--- src/core/fgor_pkg.sv ---
// Package for the fuel gauge output register bank.
// Assumes one 25 MHz system clock and 8-bit register offsets.
package fgor_pkg;
  localparam int          FGOR_CLK_HZ        = 25000000;
  localparam logic [7:0]  FGOR_OFF_REP_CAP   = 8'h05;
  localparam logic [7:0]  FGOR_OFF_REP_PCT   = 8'h06;
  localparam logic [7:0]  FGOR_OFF_MIX_PCT   = 8'h0D;
  localparam logic [7:0]  FGOR_OFF_AV_PCT    = 8'h0E;
  localparam logic [7:0]  FGOR_OFF_MIX_CAP   = 8'h0F;
  localparam logic [7:0]  FGOR_OFF_TTE       = 8'h11;
  localparam logic [7:0]  FGOR_OFF_AV_CAP    = 8'h1F;
  localparam logic [7:0]  FGOR_OFF_VF_PCT    = 8'hFF;
  localparam logic [15:0] FGOR_RESET_VALUE   = 16'h0000;
  localparam logic [15:0] FGOR_IDLE_CURRENT  = 16'h0006;
  localparam logic [15:0] FGOR_TTE_MAX       = 16'hFFFF;
  localparam int          FGOR_TTE_LSB_MS    = 5625;
  localparam int          FGOR_FILTER_SHIFT  = 4;
  localparam int          FGOR_NUM_REGS      = 8;
  typedef enum logic [1:0] {FGOR_DIV_IDLE, FGOR_DIV_RUN, FGOR_DIV_DONE} fgor_div_state_t;
endpackage

--- src/core/fgor_divider.sv ---
// Serial unsigned divider used for the time-to-empty estimate.
// Assumes operands stay stable while busy is high.
`timescale 1ns/1ps
module fgor_divider
  import fgor_pkg::*;
#(
  parameter int WIDTH = 32
) (
  // Clock and reset
  input  wire logic             clk_sys,
  input  wire logic             rst_n,
  // Request
  input  wire logic             start,
  input  wire logic [WIDTH-1:0] dividend,
  input  wire logic [WIDTH-1:0] divisor,
  // Answer
  output logic                  done,
  output logic [WIDTH-1:0]      quotient
);
  fgor_div_state_t             state;
  logic [WIDTH-1:0]            rem;
  logic [WIDTH-1:0]            quo;
  logic [$clog2(WIDTH+1)-1:0]  count;
  logic [WIDTH:0]              trial;

  assign trial = {rem, quo[WIDTH-1]} - {1'b0, divisor};

  always_ff @(posedge clk_sys or negedge rst_n) begin
    if (!rst_n) begin
      state    <= FGOR_DIV_IDLE;
      rem      <= '0;
      quo      <= '0;
      count    <= '0;
      done     <= 1'b0;
      quotient <= '0;
    end else begin
      done <= 1'b0;
      case (state)
        FGOR_DIV_IDLE: begin
          if (start) begin
            rem   <= '0;
            quo   <= dividend;
            count <= '0;
            state <= FGOR_DIV_RUN;
          end
        end
        FGOR_DIV_RUN: begin
          // Restoring division, one quotient bit per clock.
          if (!trial[WIDTH]) begin
            rem <= trial[WIDTH-1:0];
            quo <= {quo[WIDTH-2:0], 1'b1};
          end else begin
            rem <= {rem[WIDTH-2:0], quo[WIDTH-1]};
            quo <= {quo[WIDTH-2:0], 1'b0};
          end
          count <= count + 1'b1;
          if (count == ($clog2(WIDTH+1))'(WIDTH - 1)) begin
            state <= FGOR_DIV_DONE;
          end
        end
        FGOR_DIV_DONE: begin
          quotient <= quo;
          done     <= 1'b1;
          state    <= FGOR_DIV_IDLE;
        end
        default: begin
          state <= FGOR_DIV_IDLE;
        end
      endcase
    end
  end
endmodule // fgor_divider

--- src/core/fgor_regs.sv ---
// Read-only result register bank of the battery gauge.
// Assumes the gauging algorithm drives results on this clock with a one-cycle update strobe.
`timescale 1ns/1ps
// Functional notes
// - Offset 0Dh reads blended charge percent before empty compensation, 1/256 % steps.
// - Upper byte of each percent register is whole percent.
// - Offset 0Fh reads blended remaining capacity before empty compensation.
// - Capacities are in microvolt-hours; no division by sense resistance here.
// - Offset 06h reads a smoothed copy of compensated charge percent.
// - Offset 05h reads smoothed compensated capacity, frozen while current magnitude below 6.
// - Idle charge still lands in blended capacity, reported catches up gradually later.
// - Offset 0Eh reads unfiltered compensated charge percent, may jump.
// - Offset 1Fh reads unfiltered compensated capacity, may jump.
// - Offset FFh reads voltage-only charge percent.
// - Offset 11h reads compensated capacity over averaged current, 5.625 s steps.
module fgor_regs
  import fgor_pkg::*;
#(
  parameter int CAP_UNITS_PER_LSB_TICK = 1
) (
  // Clock and reset
  input  wire logic        clk_sys,
  input  wire logic        reset_n,
  // Algorithm results
  input  wire logic        result_valid,
  input  wire logic [15:0] blended_charge_in,
  input  wire logic [15:0] blended_capacity_in,
  input  wire logic [15:0] compensated_charge_in,
  input  wire logic [15:0] compensated_capacity_in,
  input  wire logic [15:0] voltage_only_charge_in,
  input  wire logic [15:0] averaged_cell_current,
  // Register port from the serial bus engine
  input  wire logic        reg_rd,
  input  wire logic        reg_wr,
  input  wire logic [7:0]  reg_addr,
  input  wire logic [15:0] reg_wdata,
  output logic [15:0]      reg_rdata,
  output logic             reg_rvalid,
  output logic             reg_hit
);
  logic        rst_meta;
  logic        rst_n;
  logic [15:0] blended_charge_pct;
  logic [15:0] blended_capacity;
  logic [15:0] compensated_charge_pct;
  logic [15:0] compensated_capacity;
  logic [15:0] voltage_only_charge_pct;
  logic [15:0] reported_charge_pct;
  logic [15:0] reported_capacity;
  logic [15:0] time_until_depleted;
  logic [15:0] current_mag;
  logic        current_idle;
  logic        current_discharge;
  logic [15:0] next_reported_charge;
  logic [15:0] next_reported_capacity;
  logic        div_start;
  logic        div_done;
  logic [31:0] div_quotient;
  logic [31:0] tte_dividend;
  logic [31:0] tte_divisor;
  logic [15:0] cap_hold;
  logic [15:0] cur_hold;
  logic        div_busy;
  logic        dis_hold;
  logic        div_pending;
  logic [15:0] read_mux;
  logic        read_hit;

  // Reset release through two flip-flops.
  always_ff @(posedge clk_sys or negedge reset_n) begin
    if (!reset_n) begin
      rst_meta <= 1'b0;
      rst_n    <= 1'b0;
    end else begin
      rst_meta <= 1'b1;
      rst_n    <= rst_meta;
    end
  end

  // Unfiltered results captured on each algorithm update.
  always_ff @(posedge clk_sys or negedge rst_n) begin
    if (!rst_n) begin
      blended_charge_pct      <= FGOR_RESET_VALUE;
      blended_capacity        <= FGOR_RESET_VALUE;
      compensated_charge_pct  <= FGOR_RESET_VALUE;
      compensated_capacity    <= FGOR_RESET_VALUE;
      voltage_only_charge_pct <= FGOR_RESET_VALUE;
    end else if (result_valid) begin
      blended_charge_pct      <= blended_charge_in;
      blended_capacity        <= blended_capacity_in;
      compensated_charge_pct  <= compensated_charge_in;
      compensated_capacity    <= compensated_capacity_in;
      voltage_only_charge_pct <= voltage_only_charge_in;
    end
  end

  // Current is two's complement; idle means magnitude below six counts.
  assign current_discharge = averaged_cell_current[15];
  assign current_mag       = current_discharge ? (16'h0000 - averaged_cell_current)
                                               : averaged_cell_current;
  assign current_idle      = (current_mag < FGOR_IDLE_CURRENT);

  // Smoothing moves a fraction of the gap per update so load steps do not show as jumps.
  function automatic logic [15:0] fgor_smooth(input logic [15:0] cur, input logic [15:0] tgt);
    logic [15:0] step;
    step = 16'h0000;
    if (tgt > cur) begin
      step = (tgt - cur) >> FGOR_FILTER_SHIFT;
      if (step == 16'h0000) begin
        step = 16'h0001;
      end
      fgor_smooth = cur + step;
    end else if (tgt < cur) begin
      step = (cur - tgt) >> FGOR_FILTER_SHIFT;
      if (step == 16'h0000) begin
        step = 16'h0001;
      end
      fgor_smooth = cur - step;
    end else begin
      fgor_smooth = cur;
    end
  endfunction

  assign next_reported_charge   = fgor_smooth(reported_charge_pct, compensated_charge_in);
  assign next_reported_capacity = fgor_smooth(reported_capacity, compensated_capacity_in);

  always_ff @(posedge clk_sys or negedge rst_n) begin
    if (!rst_n) begin
      reported_charge_pct <= FGOR_RESET_VALUE;
    end else if (result_valid) begin
      reported_charge_pct <= next_reported_charge;
    end
  end

  // Reported capacity freezes at idle and closes the gap once current flows.
  always_ff @(posedge clk_sys or negedge rst_n) begin
    if (!rst_n) begin
      reported_capacity <= FGOR_RESET_VALUE;
    end else if (result_valid && !current_idle) begin
      reported_capacity <= next_reported_capacity;
    end
  end

  // Time to empty: capacity (uVh) scaled to 5.625 s units over discharge current.
  assign div_start    = result_valid && !div_busy;
  assign tte_dividend = 32'(cap_hold) * 32'(CAP_UNITS_PER_LSB_TICK) * 32'h280;
  assign tte_divisor  = {16'h0000, cur_hold};

  always_ff @(posedge clk_sys or negedge rst_n) begin
    if (!rst_n) begin
      cap_hold <= FGOR_RESET_VALUE;
      cur_hold <= FGOR_RESET_VALUE;
      dis_hold <= 1'b0;
      div_busy <= 1'b0;
    end else if (div_start) begin
      cap_hold <= compensated_capacity_in;
      cur_hold <= current_mag;
      dis_hold <= current_discharge;
      div_busy <= 1'b1;
    end else if (div_done) begin
      div_busy <= 1'b0;
    end
  end

  fgor_divider #(
    .WIDTH    (32)
  ) fgor_divider_i (
    .clk_sys  (clk_sys),
    .rst_n    (rst_n),
    .start    (div_busy && !div_done && div_pending),
    .dividend (tte_dividend),
    .divisor  (tte_divisor),
    .done     (div_done),
    .quotient (div_quotient)
  );

  // One launch per captured operand set, a cycle after capture.
  always_ff @(posedge clk_sys or negedge rst_n) begin
    if (!rst_n) begin
      div_pending <= 1'b0;
    end else begin
      div_pending <= div_start;
    end
  end

  // No discharge means no finite estimate, so the register saturates.
  // The sign is taken with the operands so a later current change cannot skew the result.
  always_ff @(posedge clk_sys or negedge rst_n) begin
    if (!rst_n) begin
      time_until_depleted <= FGOR_TTE_MAX;
    end else if (div_done) begin
      if (!dis_hold || cur_hold == 16'h0000 || div_quotient[31:16] != 16'h0000) begin
        time_until_depleted <= FGOR_TTE_MAX;
      end else begin
        time_until_depleted <= div_quotient[15:0];
      end
    end
  end

  // Read decode; whole 16-bit word, upper byte of each percent register is whole percent.
  always_comb begin
    read_hit = 1'b1;
    case (reg_addr)
      FGOR_OFF_REP_CAP: read_mux = reported_capacity;
      FGOR_OFF_REP_PCT: read_mux = reported_charge_pct;
      FGOR_OFF_MIX_PCT: read_mux = blended_charge_pct;
      FGOR_OFF_AV_PCT:  read_mux = compensated_charge_pct;
      FGOR_OFF_MIX_CAP: read_mux = blended_capacity;
      FGOR_OFF_TTE:     read_mux = time_until_depleted;
      FGOR_OFF_AV_CAP:  read_mux = compensated_capacity;
      FGOR_OFF_VF_PCT:  read_mux = voltage_only_charge_pct;
      default: begin
        read_mux = 16'h0000;
        read_hit = 1'b0;
      end
    endcase
  end

  // Writes (reg_wr, reg_wdata) change nothing; they only report a hit.
  always_ff @(posedge clk_sys or negedge rst_n) begin
    if (!rst_n) begin
      reg_rdata  <= 16'h0000;
      reg_rvalid <= 1'b0;
      reg_hit    <= 1'b0;
    end else begin
      reg_rvalid <= reg_rd;
      reg_hit    <= (reg_rd || reg_wr) && read_hit;
      if (reg_rd) begin
        reg_rdata <= read_mux;
      end
    end
  end
endmodule // fgor_regs

--- config.mk ---
export PLATFORM = sky130hd
export DESIGN_NAME = fgor_regs
export DESIGN_NICKNAME = d
export VERILOG_FILES = /design/src/core/fgor_pkg.sv /design/src/core/fgor_divider.sv /design/src/core/fgor_regs.sv
export SDC_FILE = /design/constraint.sdc
export NUM_CORES = 1
export LEC_CHECK = 0
export ABC_CLOCK_PERIOD_IN_PS = 9700
export BUFFER_PORTS_ARGS = -buffer_cell sky130_fd_sc_hd__buf_2
export CELL_PAD_IN_SITES_DETAIL_PLACEMENT = 0
export CELL_PAD_IN_SITES_GLOBAL_PLACEMENT = 2
export CORE_MARGIN = 2
export CORE_UTILIZATION = 39
export CTS_CLUSTER_DIAMETER = 80
export DETAILED_ROUTE_END_ITERATION = 10
export GPL_ROUTABILITY_DRIVEN = 0
export GPL_TIMING_DRIVEN = 0
export PLACE_DENSITY = 0.78
export SYNTH_ARGS = -nofsm -noshare
export SYNTH_HDL_FRONTEND = slang
export SYNTH_SLANG_ARGS = --single-unit
--- constraint.sdc ---
create_clock -name clk_sys -period 9.7 [get_ports clk_sys]
set_clock_uncertainty 0.15 [all_clocks]
set_input_delay 1.94 -clock clk_sys [delete_from_list [all_inputs] [get_ports clk_sys]]
set_output_delay 1.94 -clock clk_sys [all_outputs]
set_load 0.05 [all_outputs]
==> results of run 1 <==
## how the worst min path moves through the flow
stage / start / end / slack, ps / cells after the start
after global placement: rst_meta / rst_n / 190 / 0
final: rst_meta / rst_n / 200 / 0
after floorplan: rst_meta / rst_n / 180 / 0
after CTS: rst_meta / rst_n / 200 / 0
after detailed placement: rst_meta / rst_n / 180 / 0
after global routing: rst_meta / rst_n / 210 / 0
## layer usage
metal	track usage [%]	up-vias
met3	4.860	78
met4	6.580	2
met1	32.72	7901
met2	36.63	346
li1	-	7727
met5	0	-
## worst max-delay path, stage by stage
cell	delay [ps]
buf_2	140
inv_1	80
ha_1	400
and3_1	250
o21ai_0	170
a311oi_1	750
o2111ai_1	340
a21oi_1	390
o21ai_0	280
a21oi_1	580
clkbuf_1	510
nor2_1	100
nand2_1	80
a32o_1	180
ha_1	180
inv_1	50
fa_1	390
a21o_1	170
a21oi_1	210
o21bai_1	120
a2111o_1	450
a41o_1	280
a31o_2	270
a21o_1	180
a21oi_1	180
xor2_1	160
o21ai_0	100
## state kept, by name (all words and copies together) (netlist names)
register,flops
cap_hold,16
compensated_capacity,16
cur_hold,16
reported_capacity,16
blended_charge_pct,16
reg_rvalid,1
rst_n,1
time_until_depleted,16
fgor_divider_i.quotient,32
voltage_only_charge_pct,16
fgor_divider_i.quo,32
div_busy,1
reg_rdata,16
fgor_divider_i.rem,32
fgor_divider_i.state,2
reported_charge_pct,16
blended_capacity,16
compensated_charge_pct,16
fgor_divider_i.count,6
reg_hit,1
fgor_divider_i.done,1
div_pending,1
dis_hold,1
rst_meta,1
## metrics by stage
step	util (%)	instances	setup WS, ps
after detailed placement	42.81	2778	512.2
after global routing	45.50	2845	496.4
final	45.51	2846	1024
after CTS	45.50	2845	1081
after floorplan	-	2034	957.3
after global placement	42.57	2774	-2708
## report_power, final
part / total [uW] / internal, uW / switching, uW
logic: 4390 / 1880 / 2510
clock network: 1440 / 854 / 582
registers: 1820 / 1500 / 325
total: 7650 / 4230 / 3420
## cells in the final DEF (no fill, tap or decap), drive strengths merged, types with 28 or more instances in the layout
cell,Yosys,layout
a21oi,84,84
mux2i,28,28
clkbuf,96,149
dfrtp,272,272
a22oi,28,28
nor2,128,128
ha,140,140
buf,8,137
a21o,30,30
a222oi,32,32
nor3,36,36
o21ai,172,172
mux2,120,120
xnor2,65,65
nand3,65,65
nand2,176,176
inv,121,124
xor2,60,60
## cells by family (layout without fill, tap and decap cells)
| kind of cell | after synthesis | after routing | share of synthesized area, % |
|---|---|---|---|
| simple gates | 572 | 572 | 14.78 |
| compound gates | 531 | 531 | 18.66 |
| flops | 288 | 288 | 38.00 |
| buf+inv | 225 | 421 | 4.487 |
| mux | 148 | 148 | 8.665 |
| fa+ha+maj | 144 | 144 | 9.632 |
| xor+xnor | 125 | 125 | 5.757 |
| other cells | 1 | 2 | 0.01972 |
## final cells by class
cell class	instances	share of cell area (%)
multi-input combinational	1521	50.15
antenna	1	0.01147
tap	615	3.527
clock buffer	53	5.218
inverter	121	2.082
sequential	288	33.14
timing repair buffer	129	3.338
buffer	104	1.829
clock inverter	14	0.6996
## synth_stat cells (5+ instances only)
master    instances
or2_2            13
a31oi_1          17
or4_1             6
a22oi_1          28
dfrtp_1         272
clkbuf_1         96
a21boi_0          5
nand2b_1         22
a41oi_1          19
nor2_1          127
a211oi_1         12
nand4b_1          5
o31a_1            6
ha_1            140
nor4_1           19
xor2_1           60
nor3_1           35
a222oi_1         32
inv_1           121
a21o_1           30
o21ai_0         169
mux2_2          119
nor4b_1           6
o31ai_1          15
nand4_1          16
nand2_1         176
nand3_1          65
and3_1           23
xnor2_1          65
and2_1            6
o22a_1           16
buf_1             6
dfstp_2          16
o21bai_1         14
a21oi_1          84
o211ai_1         10
nor2b_1          16
o21a_1           15
mux2i_1          27
or3_1            11
nor3b_1           5
==> metrics.txt, run 1 <==
# setup viols final 0; CTS Root Cell clkbuf_16; post-DR vias/cell approximately 5.6; Worst Path Arrival between 8000 and 9000 ps; synth top area cells dfrtp_1 (36%), ha_1 (9.2%), mux2_2 (7.0%); crit path launch type input port; fmax about 120 MHz; Crit Path Class in -> reg; #FFs+latches synth between 200 and 300; CP Capture Type flop; Final Cycle Share ~89%; slew at the pin closest to its max-slew limit about 1300 ps; vias in the first global route about 16000; Num CTS Buffers 39; initial core utilization between 30% and 40%; total grt overflow 0; RSZ-0062 raised after global routing false; synthesized area 0.01902 sq mm; wire per inst around 20 um; routed vias approximately 16000; DRT met1 WL 27350 um; Fillers 4718; reg-to-reg critical path endpoint reported_capacity[14]; DRT Pass-1 Iters 8; minimum clock period 8676 ps; Met3 Routed Length ~3400 um; FFs w/ async S/R, synth 100.0%; postcts setup bufs 0; Setup crit end reported_capacity[14]; CTS Hold Bufs 0; reg2reg path depth 25; clk_lat worst skew approximately 570 ps; All-Layer GR Usage 23.41%; Crit path required time around 10000 ps; LEAKAGE roughly 0.0096 uW; CP max FO 10; area grow syn2layout 14.73%; cell taking the most area after synthesis dfrtp_1; top-area cell type share of the netlist area a little over a third; design area roughly 0.022 sq mm; I/O Buffers 125; H-tree Lvls 2; final WL approximately 58000 um; Peak VDD IR between 200 and 300 uV; Post-synth EDFFs 0; setup TNS 0 ps; maxcap violations 0; prevailing post-synth register cell dfrtp_1; hold_ws 200.7 ps; average cell area after synthesis approximately 9.3 sq um; Die Y-Extent around 220 um; Tot Pwr 7649 uW; Cells after Synth 2034; initial antenna violation count 2; Max Slew Vio Count 0; Tightest Hold Check Type reg -> reg; Post-DP Area 0.02052 sq mm; final net count approximately 2500; row count 80; CP startpoint compensated_capacity_in[3]; Clk pin slew, worst setup/hold paths 60 ps; die width 224.8 um; Multi-input gate area about 0.011 sq mm; Mapped Nets between 2000 and 2500; CTS Buffer Depth 3; Post-DP HPWL 45780 um; Reg area approximately 0.0072 sq mm; CTS Sinks roughly 290; headroom to the max-slew limit a little under an eighth; first-pass GRT wire length 92130 um; flop2flop setup slack 2120 ps; io pins between 100 and 150; die area slightly above 0.05 sq mm; met2 WL between 20000 and 30000 um; Hold Fails Final Rpt 0; DRT antenna net count 0; pin count of the biggest net entering global routing slightly below 70; Core Area about 0.048 sq mm; post-synthesis sequential area ratio 38.00%; PwrDens between 300 and 400 mW/mm^2; max layer used met5; synth warn 0; Distinct cells, synth between 80 and 90; layout cell share with drive strength beyond 1 ~16%; Iteration-0 DRC Markers ~1300; # resized after CTS 0; outcome finished clean; DRC violations left 0; CTS tree done; r2r startpoint reported_capacity[3]
(Power assumes the default switching activity.)
==> run 2, diff against run 1 <==
==> config.mk (replaced) <==
export PLATFORM = sky130hd
export DESIGN_NAME = fgor_regs
export DESIGN_NICKNAME = d
export VERILOG_FILES = /design/src/core/fgor_pkg.sv /design/src/core/fgor_divider.sv /design/src/core/fgor_regs.sv
export SDC_FILE = /design/constraint.sdc
export NUM_CORES = 1
export LEC_CHECK = 0
export ABC_CLOCK_PERIOD_IN_PS = 7800
export BUFFER_PORTS_ARGS = -buffer_cell sky130_fd_sc_hd__buf_4
export CELL_PAD_IN_SITES_DETAIL_PLACEMENT = 0
export CELL_PAD_IN_SITES_GLOBAL_PLACEMENT = 2
export CORE_MARGIN = 2
export CORE_UTILIZATION = 35
export CTS_CLUSTER_DIAMETER = 80
export DETAILED_ROUTE_END_ITERATION = 10
export GPL_ROUTABILITY_DRIVEN = 0
export GPL_TIMING_DRIVEN = 0
export PLACE_DENSITY = 0.74
export SYNTH_ARGS = -nofsm -noshare
export SYNTH_HDL_FRONTEND = slang
export SYNTH_SLANG_ARGS = --single-unit
==> constraint.sdc (replaced) <==
create_clock -name clk_sys -period 7.8 [get_ports clk_sys]
set_clock_uncertainty 0.15 [all_clocks]
set_input_delay 1.56 -clock clk_sys [delete_from_list [all_inputs] [get_ports clk_sys]]
set_output_delay 1.56 -clock clk_sys [all_outputs]
set_load 0.05 [all_outputs]
==> run 2 against run 1 <==
  * Power grew 26%
  * Clock-buffer cell count fell by 2
  * Setup slack got worse by 630 ps
  * Cell count increased by 3.3%
  * Sequential power increased by 24%
  * Die area is 11% higher
  * Sequential cell count is the same
  * Register-to-register slack got worse by 1100 ps
  * First-iteration DRC count grew 8.1%
  * Highest routed layer unchanged
==> metrics.txt, run 2 (same netlist as run 1, synthesis figures left out) <==
wire per inst 20.37 um; Crit path required time ~8100 ps; H-tree Lvls 2; CTS Hold Bufs 0; PwrDens approximately 430 mW/mm^2; die width around 240 um; outcome finished clean; slew at the pin closest to its max-slew limit approximately 1200 ps; most frequent cells in the layout dfrtp_1 (271), nand2_1 (176), o21ai_0 (168), ha_1 (140), buf_4 (136); Finished Core Util a little over two fifths; io pins ~140; DRT antenna net count 0; r2r startpoint reported_capacity[1]; Crit path largest cell delay about 500 ps; slowest stage cell, crit path or3_1; most common cell after layout, fill and taps aside dfrtp_1; Clk pin slew, worst setup/hold paths 60 ps; crit path launch type input port; Max Slew Vio Count 0; row count 85; Tightest Hold Check Type reg -> async; die area roughly 0.056 sq mm; critical path's most frequent cell ha_1; Antenna diodes 0; Post-DP HPWL 46690 um; total grt overflow 0; CTS Sinks between 200 and 300; LEAKAGE just under 0.01 uW; All-Layer GR Usage 20.99%; clk_lat worst skew 560 ps; headroom to the max-slew limit a little under 20%; final WL ~60000 um; initial antenna violation count 2; CP max FO 10; DRT Pass-1 Iters 6; CP startpoint compensated_capacity_in[4]; pin count of the biggest net entering global routing 70; # setup viols final 0; first-pass GRT wire length 92120 um; RSZ-0062 raised after global routing false; Crit Path Class in -> reg; Worst Path Arrival around 7700 ps; I/O Buffers approximately 130; final net count 2483; CTS Root Cell clkbuf_16; initial core utilization 35.34%; Num CTS Buffers 38; routed vias roughly 16000; maxcap violations 0; fmax around 130 MHz; Iteration-0 DRC Markers ~1400; area grow syn2layout 17.98%; Final Cycle Share 94.99%; CTS Buffer Depth 3; Largest regs fgor_divider_i.quo (32), fgor_divider_i.quotient (32), fgor_divider_i.rem (32); post-DR vias/cell approximately 5.5; Core Area 0.05381 sq mm; minimum clock period approximately 7400 ps; hold_ws roughly 160 ps; vias in the first global route ~15000; Tot Pwr between 9000 and 10000 uW; Die Y-Extent approximately 240 um; CTS tree done; Peak VDD IR around 300 uV; CP Capture Type flop; layout cell share with drive strength beyond 1 roughly 17%; Hold Fails Final Rpt 0; DRC violations left 0
[run 2: changes by cell type in the layout (fill, tap and decap cells not counted), sizes merged]
cell / before / now
clkbuf: 149 / 146
clkinvlp: 3 / 1
bufinv: 1 / 3
buf: 137 / 149
inv: 124 / 126
diode: 1 / 0
clkinv: 7 / 9
[run 2: final timing paths]
| check | to | slack [ps] | cells after the start |
|---|---|---|---|
| min in group clk_sys | rst_n | 200 | 0 |
| max | reported_capacity[14] | 390 | 27 |
| max reg2reg | reported_capacity[14] | 1050 | 28 |
| min reg2reg | fgor_divider_i.rem[6] | 160 | 0 |
| min | fgor_divider_i.rem[6] | 160 | 0 |
| max in group asynchronous | time_until_depleted[2] | 6310 | 2 |
[run 2: routing by layer]
layer / global-route usage [%] / part of all wire, %
met1: 30.14 / 48
met5: 0 / 0.12
met4: 4.403 / 1.8
met3: 3.765 / 5.0
met2: 33.02 / 45
[run 2: repair_timing]
item,4_1_cts,5_1_grt
setup endpoints to repair,5,8
endpoints found under the hold margin,0,0
cloned,0,0
setup buffers,0,11
resized for setup,6,17
pin swaps,0,6
[run 2: final cells by class]
type                       count  area, sq um
inverter                     121        454.2
timing repair buffer         141         1159
buffer                       103        400.4
fill                        5405        31380
clock buffer                  51         1081
clock inverter                18        210.2
sequential                   288         7231
tap                          696        870.8
multi-input combinational   1521        11030
[run 2: metrics by stage]
stage	setup WS (ps)	std cells	cell area (sq um)	setup TNS, ps
floorplan	603.7	2034	19020	0
global placement	-992.8	2855	20830	-4904
detailed placement	-1045	2860	20970	-5603
CTS	18.88	2929	22280	0
global route	1.024	2939	22440	0
finish	390.5	2939	22440	0
[run 2: critical path, delay by kind of cell]
family	cells	cell delay (ps)
AO/OA/AOI/OAI	13	3100
XOR/XNOR	2	380
adder cells (fa/ha/maj)	3	880
buffers and inverters	4	490
multiplexers	1	150
AND/OR/NAND/NOR	4	1100
[run 2: where the power goes]
part | internal, uW | total, uW | switching (uW)
combinational | 2430 | 5590 | 3160
sequential | 1860 | 2260 | 402
clock | 1090 | 1800 | 717
